## src/logic/cmd_pkg.sv

```systemverilog
// Shared constants and types for the core register file and memory decoder
package cmd_pkg;
    localparam logic [15:0] IO_DIRECT_END = 16'h003F;
    localparam logic [15:0] IO_SPACE_END = 16'h0FFF;
    localparam logic [15:0] EEP_BASE = 16'h1000;
    localparam logic [15:0] EEP_END = 16'h1FFF;
    localparam logic [15:0] SRAM_BASE = 16'h2000;
    localparam logic [15:0] SRAM_SIZE = 16'h1000;
    localparam logic [14:0] APPTABLE_BASE = 15'h3000;
    localparam logic [14:0] BOOT_BASE = 15'h4000;
    localparam logic [4:0] PTR_BASE = 5'h1A;
    localparam logic [7:0] STATUS_RESET = 8'h00;
    localparam logic [7:0] BYTE_ZERO = 8'h00;
    localparam int FLAG_C = 0;
    localparam int FLAG_Z = 1;
    localparam int FLAG_N = 2;
    localparam int FLAG_V = 3;
    localparam int FLAG_S = 4;
    localparam int FLAG_H = 5;
    localparam int LOCK_WR = 0;
    localparam int LOCK_RD = 1;

    typedef enum logic [3:0] {
        CMD_OP_ADD = 4'h0,
        CMD_OP_ADC = 4'h1,
        CMD_OP_SUB = 4'h2,
        CMD_OP_SBC = 4'h3,
        CMD_OP_AND = 4'h4,
        CMD_OP_OR = 4'h5,
        CMD_OP_EOR = 4'h6,
        CMD_OP_MOV = 4'h7,
        CMD_OP_INC = 4'h8,
        CMD_OP_DEC = 4'h9,
        CMD_OP_COM = 4'hA,
        CMD_OP_NEG = 4'hB,
        CMD_OP_LSR = 4'hC
    } cmd_op_type;

    typedef enum logic [1:0] {
        CMD_SEC_APP = 2'b00,
        CMD_SEC_TABLE = 2'b01,
        CMD_SEC_BOOT = 2'b10
    } cmd_sec_type;
endpackage

```

## src/logic/cmd_rf_if.sv

```systemverilog
// Port bundle between the decoder core and its working register file
`timescale 1ns/1ns
interface cmd_rf_if;
    logic [4:0] addr_a;
    logic [4:0] addr_b;
    logic [7:0] rdata_a;
    logic [7:0] rdata_b;
    logic we;
    logic [4:0] waddr;
    logic [7:0] wdata;
    logic [1:0] ptr_sel;
    logic [15:0] ptr_rdata;
    logic ptr_we;
    logic [15:0] ptr_wdata;
    modport core (output addr_a, addr_b, we, waddr, wdata, ptr_sel, ptr_we, ptr_wdata,
                  input rdata_a, rdata_b, ptr_rdata);
    modport regs (input addr_a, addr_b, we, waddr, wdata, ptr_sel, ptr_we, ptr_wdata,
                  output rdata_a, rdata_b, ptr_rdata);
endinterface

```

## src/logic/cmd_regfile.sv

```systemverilog
// Thirty-two byte working registers with registered read ports and pointer pairs
`timescale 1ns/1ns
module cmd_regfile
    import cmd_pkg::*;
(
    input wire logic clk,
    input wire logic rst,
    cmd_rf_if.regs rf
);
    logic [7:0] mem [0:31];
    logic [4:0] ptr_lo;

    assign ptr_lo = 5'(PTR_BASE + {2'b00, rf.ptr_sel, 1'b0});

    always_ff @(posedge clk) begin
        if (rf.we) begin
            mem[rf.waddr] <= rf.wdata;
        end
        if (rf.ptr_we) begin
            mem[ptr_lo] <= rf.ptr_wdata[7:0];
            mem[5'(ptr_lo + 5'h01)] <= rf.ptr_wdata[15:8];
        end
    end

    always_ff @(posedge clk or posedge rst) begin
        if (rst) begin
            rf.rdata_a <= BYTE_ZERO;
            rf.rdata_b <= BYTE_ZERO;
            rf.ptr_rdata <= {BYTE_ZERO, BYTE_ZERO};
        end else begin
            rf.rdata_a <= mem[rf.addr_a];
            rf.rdata_b <= mem[rf.addr_b];
            rf.ptr_rdata <= {mem[5'(ptr_lo + 5'h01)], mem[ptr_lo]};
        end
    end
endmodule

```

## src/logic/cmd_core.sv

```systemverilog
// Working registers, flag-setting arithmetic unit and memory space decoding
`timescale 1ns/1ns
module cmd_core
    import cmd_pkg::*;
(
    input wire logic clk,
    input wire logic rst,
    input wire logic alu_valid,
    input wire logic [3:0] alu_op,
    input wire logic [4:0] alu_dst,
    input wire logic [4:0] alu_src,
    input wire logic alu_use_imm,
    input wire logic [7:0] alu_imm,
    output logic alu_done,
    output logic [7:0] alu_result,
    output logic [7:0] status_flags,
    input wire logic [1:0] ptr_sel,
    input wire logic ptr_we,
    input wire logic [15:0] ptr_wdata,
    output logic [15:0] ptr_value,
    input wire logic dat_req,
    input wire logic dat_we,
    input wire logic dat_io_direct,
    input wire logic [15:0] dat_addr,
    input wire logic [7:0] dat_wdata,
    input wire logic eep_mapped,
    input wire logic xram_present,
    output logic io_sel,
    output logic eep_sel,
    output logic sram_sel,
    output logic xram_sel,
    output logic mem_we,
    output logic [15:0] mem_addr,
    output logic [7:0] mem_wdata,
    output logic dat_refused,
    input wire logic [7:0] io_rdata,
    input wire logic [7:0] eep_rdata,
    input wire logic [7:0] sram_rdata,
    input wire logic [7:0] xram_rdata,
    output logic dat_rvalid,
    output logic [7:0] dat_rdata,
    input wire logic fetch_req,
    input wire logic [14:0] fetch_addr,
    output logic pm_fetch,
    input wire logic pm_read_req,
    input wire logic [14:0] pm_read_addr,
    output logic pm_read,
    output logic [14:0] pm_addr,
    input wire logic spm_req,
    input wire logic [14:0] spm_pc,
    input wire logic [14:0] spm_addr,
    output logic spm_go,
    output logic pm_denied,
    input wire logic [14:0] cur_pc,
    input wire logic [1:0] lock_app,
    input wire logic [1:0] lock_table,
    input wire logic [1:0] lock_boot
);
    cmd_rf_if rf();

    cmd_regfile u_regs (
        .clk(clk),
        .rst(rst),
        .rf(rf)
    );

    // Add or subtract with carry, returning {H, V, C, result}
    function automatic logic [10:0] addsub(input logic [7:0] a, input logic [7:0] b,
                                           input logic cin, input logic sub);
        logic [8:0] sum;
        logic [4:0] low;
        logic [7:0] bb;
        bb = sub ? ~b : b;
        sum = {1'b0, a} + {1'b0, bb} + {8'h00, cin ^ sub};
        low = {1'b0, a[3:0]} + {1'b0, bb[3:0]} + {4'h0, cin ^ sub};
        addsub = {low[4] ^ sub, (a[7] == bb[7]) && (sum[7] != a[7]), sum[8] ^ sub, sum[7:0]};
    endfunction

    function automatic cmd_sec_type section_of(input logic [14:0] addr);
        if (addr >= BOOT_BASE) begin
            section_of = CMD_SEC_BOOT;
        end else if (addr >= APPTABLE_BASE) begin
            section_of = CMD_SEC_TABLE;
        end else begin
            section_of = CMD_SEC_APP;
        end
    endfunction

    function automatic logic locked(input cmd_sec_type sec, input logic [1:0] la,
                                    input logic [1:0] lt, input logic [1:0] lb, input int k);
        case (sec)
            CMD_SEC_BOOT: locked = lb[k];
            CMD_SEC_TABLE: locked = lt[k];
            default: locked = la[k];
        endcase
    endfunction

    // Arithmetic pipeline: operands come from registered reads in stage 1
    logic s1_valid;
    cmd_op_type s1_op;
    logic [4:0] s1_dst;
    logic [4:0] s1_src;
    logic s1_use_imm;
    logic [7:0] s1_imm;
    logic last_we;
    logic [4:0] last_waddr;
    logic [7:0] last_wdata;
    logic [7:0] op_a;
    logic [7:0] op_b;
    logic [7:0] next_result;
    logic [7:0] next_flags;
    logic next_write;
    logic [10:0] as;

    assign rf.addr_a = alu_dst;
    assign rf.addr_b = alu_src;
    assign rf.ptr_sel = ptr_sel;
    assign rf.ptr_we = ptr_we;
    assign rf.ptr_wdata = ptr_wdata;
    assign rf.we = s1_valid && next_write;
    assign rf.waddr = s1_dst;
    assign rf.wdata = next_result;

    always_ff @(posedge clk or posedge rst) begin
        if (rst) begin
            s1_valid <= 1'b0;
            s1_op <= CMD_OP_ADD;
            s1_dst <= 5'h00;
            s1_src <= 5'h00;
            s1_use_imm <= 1'b0;
            s1_imm <= BYTE_ZERO;
            last_we <= 1'b0;
            last_waddr <= 5'h00;
            last_wdata <= BYTE_ZERO;
        end else begin
            s1_valid <= alu_valid;
            s1_op <= cmd_op_type'(alu_op);
            s1_dst <= alu_dst;
            s1_src <= alu_src;
            s1_use_imm <= alu_use_imm;
            s1_imm <= alu_imm;
            last_we <= rf.we;
            last_waddr <= s1_dst;
            last_wdata <= next_result;
        end
    end

    // Forward the value written in the same edge the operands were read
    always_comb begin
        op_a = (last_we && last_waddr == s1_dst) ? last_wdata : rf.rdata_a;
        op_b = (last_we && last_waddr == s1_src) ? last_wdata : rf.rdata_b;
        if (s1_use_imm) begin
            op_b = s1_imm;
        end
    end

    always_comb begin
        next_flags = status_flags;
        next_write = 1'b1;
        as = 11'h000;
        next_result = op_a;
        case (s1_op)
            CMD_OP_ADD, CMD_OP_ADC: as = addsub(op_a, op_b, s1_op == CMD_OP_ADC &&
                                                status_flags[FLAG_C], 1'b0);
            CMD_OP_SUB, CMD_OP_SBC: as = addsub(op_a, op_b, s1_op == CMD_OP_SBC &&
                                                status_flags[FLAG_C], 1'b1);
            CMD_OP_NEG: as = addsub(BYTE_ZERO, op_a, 1'b0, 1'b1);
            default: as = 11'h000;
        endcase
        case (s1_op)
            CMD_OP_ADD, CMD_OP_ADC, CMD_OP_SUB, CMD_OP_SBC, CMD_OP_NEG: begin
                next_result = as[7:0];
                next_flags[FLAG_C] = as[8];
                next_flags[FLAG_V] = as[9];
                next_flags[FLAG_H] = as[10];
            end
            CMD_OP_AND: next_result = op_a & op_b;
            CMD_OP_OR: next_result = op_a | op_b;
            CMD_OP_EOR: next_result = op_a ^ op_b;
            CMD_OP_MOV: next_result = op_b;
            CMD_OP_INC: next_result = 8'(op_a + 8'h01);
            CMD_OP_DEC: next_result = 8'(op_a - 8'h01);
            CMD_OP_COM: begin
                next_result = ~op_a;
                next_flags[FLAG_C] = 1'b1;
            end
            CMD_OP_LSR: begin
                next_result = {1'b0, op_a[7:1]};
                next_flags[FLAG_C] = op_a[0];
            end
            default: next_write = 1'b0;
        endcase
        case (s1_op)
            CMD_OP_AND, CMD_OP_OR, CMD_OP_EOR, CMD_OP_COM: next_flags[FLAG_V] = 1'b0;
            CMD_OP_INC: next_flags[FLAG_V] = (next_result == 8'h80);
            CMD_OP_DEC: next_flags[FLAG_V] = (next_result == 8'h7F);
            CMD_OP_LSR: next_flags[FLAG_V] = op_a[0];
            default: next_flags[FLAG_V] = next_flags[FLAG_V];
        endcase
        if (s1_op != CMD_OP_MOV) begin
            next_flags[FLAG_Z] = (next_result == BYTE_ZERO);
            next_flags[FLAG_N] = next_result[7];
            next_flags[FLAG_S] = next_result[7] ^ next_flags[FLAG_V];
        end
    end

    always_ff @(posedge clk or posedge rst) begin
        if (rst) begin
            alu_done <= 1'b0;
            alu_result <= BYTE_ZERO;
            status_flags <= STATUS_RESET;
            ptr_value <= {BYTE_ZERO, BYTE_ZERO};
        end else begin
            alu_done <= s1_valid && next_write;
            ptr_value <= rf.ptr_rdata;
            if (s1_valid && next_write) begin
                alu_result <= next_result;
                status_flags <= next_flags;
            end
        end
    end

    // Data space decoding
    logic [15:0] eff_addr;
    logic hit_io;
    logic hit_eep;
    logic hit_sram;
    logic hit_xram;
    logic bad_io;
    logic rd_pend;

    always_comb begin
        eff_addr = dat_io_direct ? {10'h000, dat_addr[5:0]} : dat_addr;
        bad_io = dat_io_direct && dat_addr > IO_DIRECT_END;
        hit_io = eff_addr <= IO_SPACE_END;
        hit_eep = eff_addr >= EEP_BASE && eff_addr <= EEP_END && eep_mapped;
        hit_sram = eff_addr >= SRAM_BASE && eff_addr < 16'(SRAM_BASE + SRAM_SIZE);
        hit_xram = eff_addr >= 16'(SRAM_BASE + SRAM_SIZE) && xram_present;
    end

    always_ff @(posedge clk or posedge rst) begin
        if (rst) begin
            io_sel <= 1'b0;
            eep_sel <= 1'b0;
            sram_sel <= 1'b0;
            xram_sel <= 1'b0;
            mem_we <= 1'b0;
            mem_addr <= 16'h0000;
            mem_wdata <= BYTE_ZERO;
            dat_refused <= 1'b0;
            rd_pend <= 1'b0;
        end else begin
            io_sel <= dat_req && !bad_io && hit_io;
            eep_sel <= dat_req && !bad_io && hit_eep;
            sram_sel <= dat_req && !bad_io && hit_sram;
            xram_sel <= dat_req && !bad_io && hit_xram;
            mem_we <= dat_req && dat_we && !bad_io;
            dat_refused <= dat_req && bad_io;
            rd_pend <= dat_req && !dat_we;
            if (dat_req) begin
                mem_addr <= eff_addr;
                mem_wdata <= dat_wdata;
            end
        end
    end

    always_ff @(posedge clk or posedge rst) begin
        if (rst) begin
            dat_rvalid <= 1'b0;
            dat_rdata <= BYTE_ZERO;
        end else begin
            dat_rvalid <= rd_pend;
            if (rd_pend) begin
                dat_rdata <= io_sel ? io_rdata : eep_sel ? eep_rdata : sram_sel ? sram_rdata :
                             xram_sel ? xram_rdata : BYTE_ZERO;
            end
        end
    end

    // Program space: fetch, table read and self-programming checks
    cmd_sec_type rd_sec;
    cmd_sec_type spm_sec;
    logic rd_ok;
    logic spm_ok;

    always_comb begin
        rd_sec = section_of(pm_read_addr);
        spm_sec = section_of(spm_addr);
        rd_ok = !locked(rd_sec, lock_app, lock_table, lock_boot, LOCK_RD) ||
                rd_sec == section_of(cur_pc);
        spm_ok = section_of(spm_pc) == CMD_SEC_BOOT && spm_sec != CMD_SEC_BOOT &&
                 !locked(spm_sec, lock_app, lock_table, lock_boot, LOCK_WR);
    end

    always_ff @(posedge clk or posedge rst) begin
        if (rst) begin
            pm_fetch <= 1'b0;
            pm_read <= 1'b0;
            pm_addr <= 15'h0000;
            spm_go <= 1'b0;
            pm_denied <= 1'b0;
        end else begin
            pm_fetch <= fetch_req;
            pm_read <= !fetch_req && pm_read_req && rd_ok;
            spm_go <= !fetch_req && !pm_read_req && spm_req && spm_ok;
            pm_denied <= (!fetch_req && pm_read_req && !rd_ok) ||
                         (!fetch_req && !pm_read_req && spm_req && !spm_ok);
            if (fetch_req) begin
                pm_addr <= fetch_addr;
            end else if (pm_read_req) begin
                pm_addr <= pm_read_addr;
            end else if (spm_req) begin
                pm_addr <= spm_addr;
            end
        end
    end
endmodule

```

## config.mk

```make
export PLATFORM = sky130hd
export DESIGN_NAME = cmd_core
export DESIGN_NICKNAME = d
export VERILOG_FILES = /design/src/logic/cmd_pkg.sv /design/src/logic/cmd_rf_if.sv /design/src/logic/cmd_regfile.sv /design/src/logic/cmd_core.sv
export SDC_FILE = /design/constraint.sdc
export NUM_CORES = 1
export LEC_CHECK = 0
export BUFFER_PORTS_ARGS = -buffer_cell sky130_fd_sc_hd__buf_4
export CORE_MARGIN = 3
export CORE_UTILIZATION = 30
export DETAILED_ROUTE_END_ITERATION = 7
export GPL_ROUTABILITY_DRIVEN = 0
export GPL_TIMING_DRIVEN = 0
export PLACE_DENSITY = 0.51
export REMOVE_ABC_BUFFERS = 1
export SETUP_SLACK_MARGIN = 0.02
export SKIP_CTS_REPAIR_TIMING = 1
export SLEW_MARGIN = 5
export SYNTH_ARGS = -nofsm -noshare
export SYNTH_HDL_FRONTEND = slang
export SYNTH_SLANG_ARGS = --single-unit
```

## constraint.sdc

```tcl
create_clock -name clk -period 5.4 [get_ports clk]
set_input_delay 1.08 -clock clk [delete_from_list [all_inputs] [get_ports clk]]
set_output_delay 1.08 -clock clk [all_outputs]
set_load 0.1 [all_outputs]
```

==> run_results.csv <==
group,metric,value,unit
run_status,status,"completed",
global_routing,grt_max_degree,96,
worst_setup_path,crit_cells,16,
cts,clockBufferDepth,3,
timing,finalHoldViolCount,0,
detailed_routing,drtIter0Drc,1575,
placed_design,dpl_cell_area,0.0256,sq mm
timing,max_slew_margin,16.1,%
die,pin_count,281,
worst_setup_path,start_kind,"register",
final_layout,fill_cells,7143,
detailed_routing,wire_per_inst,25.7,um
worst_setup_path,critPathMaxFanout,10,
timing,skew,38.5,ps
cts,numCtsBuffers,49,
worst_setup_path,critPathKind,"register to register",
worst_setup_path,worstPathRequired,5880,ps
timing,fmax,191,MHz
power_and_ir_drop,pwr_density_cell,358,mW/mm^2
worst_setup_path,reg2reg_depth,16,
yosys,ys_ff_latch,415,
timing,fin_crit_sh,96.8,%
yosys,synthesis.area,0.0228,sq mm
cts,cts_root_buf,"clkbuf_16",
final_layout,syn2layout_area_growth,20.9,%
final_layout,drive_gt1_share,33.6,%
worst_setup_path,cp_top_family,"compound AO/OA/AOI/OAI gates",
yosys,synth_top_area_cell,"edfxtp_1",
timing,layout_setup_ws,171,ps
global_routing,grt.total_usage,18.5,%
global_routing,grt_pass1_wl,109000,um
die,initial_utilization,30.4,%
worst_setup_path,cp_num_buf_inv,1,
cts,htree_levels,2,
worst_setup_path,crit_arrival,5710,ps
yosys,syn_area_per_cell,13.0,sq um
die,die_w,281,um
timing,slew_viol_final,0,
yosys,async_flop_share,38.3,%
worst_setup_path,end_kind,"register",
final_layout,layout_common_cells,"buf_4, edfxtp_1, mux4_2",
global_routing,antenna_found_initial,3,
power_and_ir_drop,p_total,9.84,mW
timing,worst_slew_pin_slew,1260,ps
placed_design,portBuffers,251,
yosys,synth_cell_types,92,
global_routing,gr-total-overflow,0,
detailed_routing,avgViaCountPerCell,5.55,
yosys,ys.flop_type,"edfxtp_1",
yosys,synth_area_leaders,"edfxtp_1, mux4_2, dfrtp_1",
min_path,min_path_cells,0,
detailed_routing,wl,75800,um
power_and_ir_drop,leakage,10.6,nW
final_layout,mostFrequentLayoutCell,"buf_4",
job,maxCapViolations,0,
yosys,synth_cells,1751,
min_path,worstHoldPathType,"register to register",
die,die-area,0.0792,sq mm
detailed_routing,route.detailed.drc,0,
yosys,yosysTopAreaCellShare,33.8,%
worst_setup_path,path_cells,"xnor2_1 > nand4_2 > o22ai_4 > clkinvlp_4 > fa_1 > fa_1 > nor2b_1 > o21ai_0 > a31oi_2 > xnor2_1 > o22ai_1 > a2111o_2 > nand3_1 > o41ai_1 > and3_1 > or3_1",
placed_design,hpwl,53200,um
global_routing,grt_pass1_vias,16400,
power_and_ir_drop,vdd_ir_drop_max,0.000267,V
yosys,yosysWarningCount,0,
cts,clk_pin_slew,60,ps
cts,cts_tree,"built",
detailed_routing,vias,16400,
detailed_routing,drtAntennaViolNets,0,
yosys,seq_area_frac_synth,51.2,%
die,die-height,281,um
worst_setup_path,crit_slowest_cell,"dfrtp_1",
yosys,synth_edf_count,256,
placed_design,post-place-ws,-540,ps
final_layout,finish.instance_area,0.0275,sq mm
cts,clock_sinks,415,
timing,setup_viol,0,
die,rows,100,
timing,rsz0062_at_grt,"no",
timing,layout_min_cycle_time,5230,ps
cts,clk-insertion-delay-late,610,ps
worst_setup_path,critPathMaxStageDelay,550,ps
final_layout,fin_nets,2171,
detailed_routing,dr.pass1.iters,6,
die,coreArea,0.0748,sq mm
## flip-flops by register name, indices dropped and copies added (netlist names), 4 cells and up
register             cells
u_regs.mem             256
mem_addr                16
ptr_value               16
u_regs.rf.ptr_rdata     16
pm_addr                 15
alu_result               8
dat_rdata                8
last_wdata               8
mem_wdata                8
s1_imm                   8
u_regs.rf.rdata_a        8
u_regs.rf.rdata_b        8
status_flags             6
last_waddr               5
rf.waddr                 5
s1_src                   5
s1_op                    4
## logic make-up (layout without fill, tap and decap cells)
kind of cell / count (synthesis) / after routing / share of synthesized area, %
compound gates: 355 / 356 / 10.4
xor+xnor: 22 / 22 / 0.846
fa+ha+maj: 42 / 42 / 2.46
buf+inv: 207 / 435 / 3.61
flops: 415 / 415 / 51.2
mux: 260 / 260 / 22.4
other cells: 1 / 4 / 0.0165
simple gates: 449 / 449 / 9.09
## worst reg2reg max path, delay by kind of cell (launching register included)
kind | cells | cell delay (ps)
XOR/XNOR | 2 | 490
adder cells (fa/ha/maj) | 2 | 970
AND/OR/NAND/NOR | 5 | 1200
AO/OA/AOI/OAI | 6 | 1660
flip-flops | 1 | 550
buffers and inverters | 1 | 250
## routing by layer
layer  global-route usage [%]  up-vias  routed length, um  part of all wire, %
met5                        0        -                 10                0.013
met4                     5.50        2               2310                  3.0
met3                     3.22      133               6340                  8.4
met2                     31.0      756              36500                   48
met1                     24.7     8429              30600                   40
li1                         -     7078                  -                    -
## report_power, final
group	leakage, nW	internal, mW	switching, mW
logic	5.51	0.874	1.71
registers	4.23	3.71	0.158
clock network	0.821	1.98	1.40
total	10.6	6.56	3.27
## Yosys cell counts (14+ instances only)
| cell type | instances |
|---|---|
| mux2_2 | 51 |
| xnor2_1 | 14 |
| nor2_1 | 178 |
| inv_1 | 55 |
| clkbuf_1 | 92 |
| a21o_1 | 71 |
| a221oi_1 | 17 |
| dfrtp_1 | 159 |
| edfxtp_1 | 256 |
| a21oi_1 | 85 |
| nand3_1 | 19 |
| ha_1 | 36 |
| buf_1 | 42 |
| mux4_2 | 192 |
| nand2_1 | 134 |
| nor3_1 | 23 |
| o21ai_0 | 83 |
## final timing paths
path                       slack (ps)                    start                      to
setup reg to reg                  170              rf.waddr[4]         status_flags[4]
max in group asynchronous        4040                      rst  u_regs.rf.ptr_rdata[4]
min in group asynchronous         490                      rst              pm_addr[1]
setup / recovery                  170              rf.waddr[4]         status_flags[4]
hold / removal                    350  u_regs.rf.ptr_rdata[12]           ptr_value[12]
hold reg to reg                   350  u_regs.rf.ptr_rdata[12]           ptr_value[12]
## per-stage QoR
| stage | hold WS [ps] | TNS (ps) | utilization (%) | cells |
|---|---|---|---|---|
| after floorplan | 331 | 0 | - | 1605 |
| after global placement | 338 | -513530 | 33.8 | 2825 |
| after detailed placement | 335 | -16820 | 34.2 | 2841 |
| after CTS | 349 | -29290 | 36.4 | 2933 |
| after global routing | 358 | 0 | 36.8 | 2950 |
| final | 347 | 0 | 36.8 | 2952 |
## cell type report
class,instances,area (sq um),share of cell area [%]
timing repair buffer,283,2290,8.33
inverter,60,256,0.932
tap,969,1210,4.41
sequential,415,11700,42.4
clock inverter,25,230,0.837
clock buffer,67,1440,5.23
multi-input combinational,1131,10400,37.8
antenna,2,5.00,0.0182
Note: power is estimated with default switching activity, not from simulation.
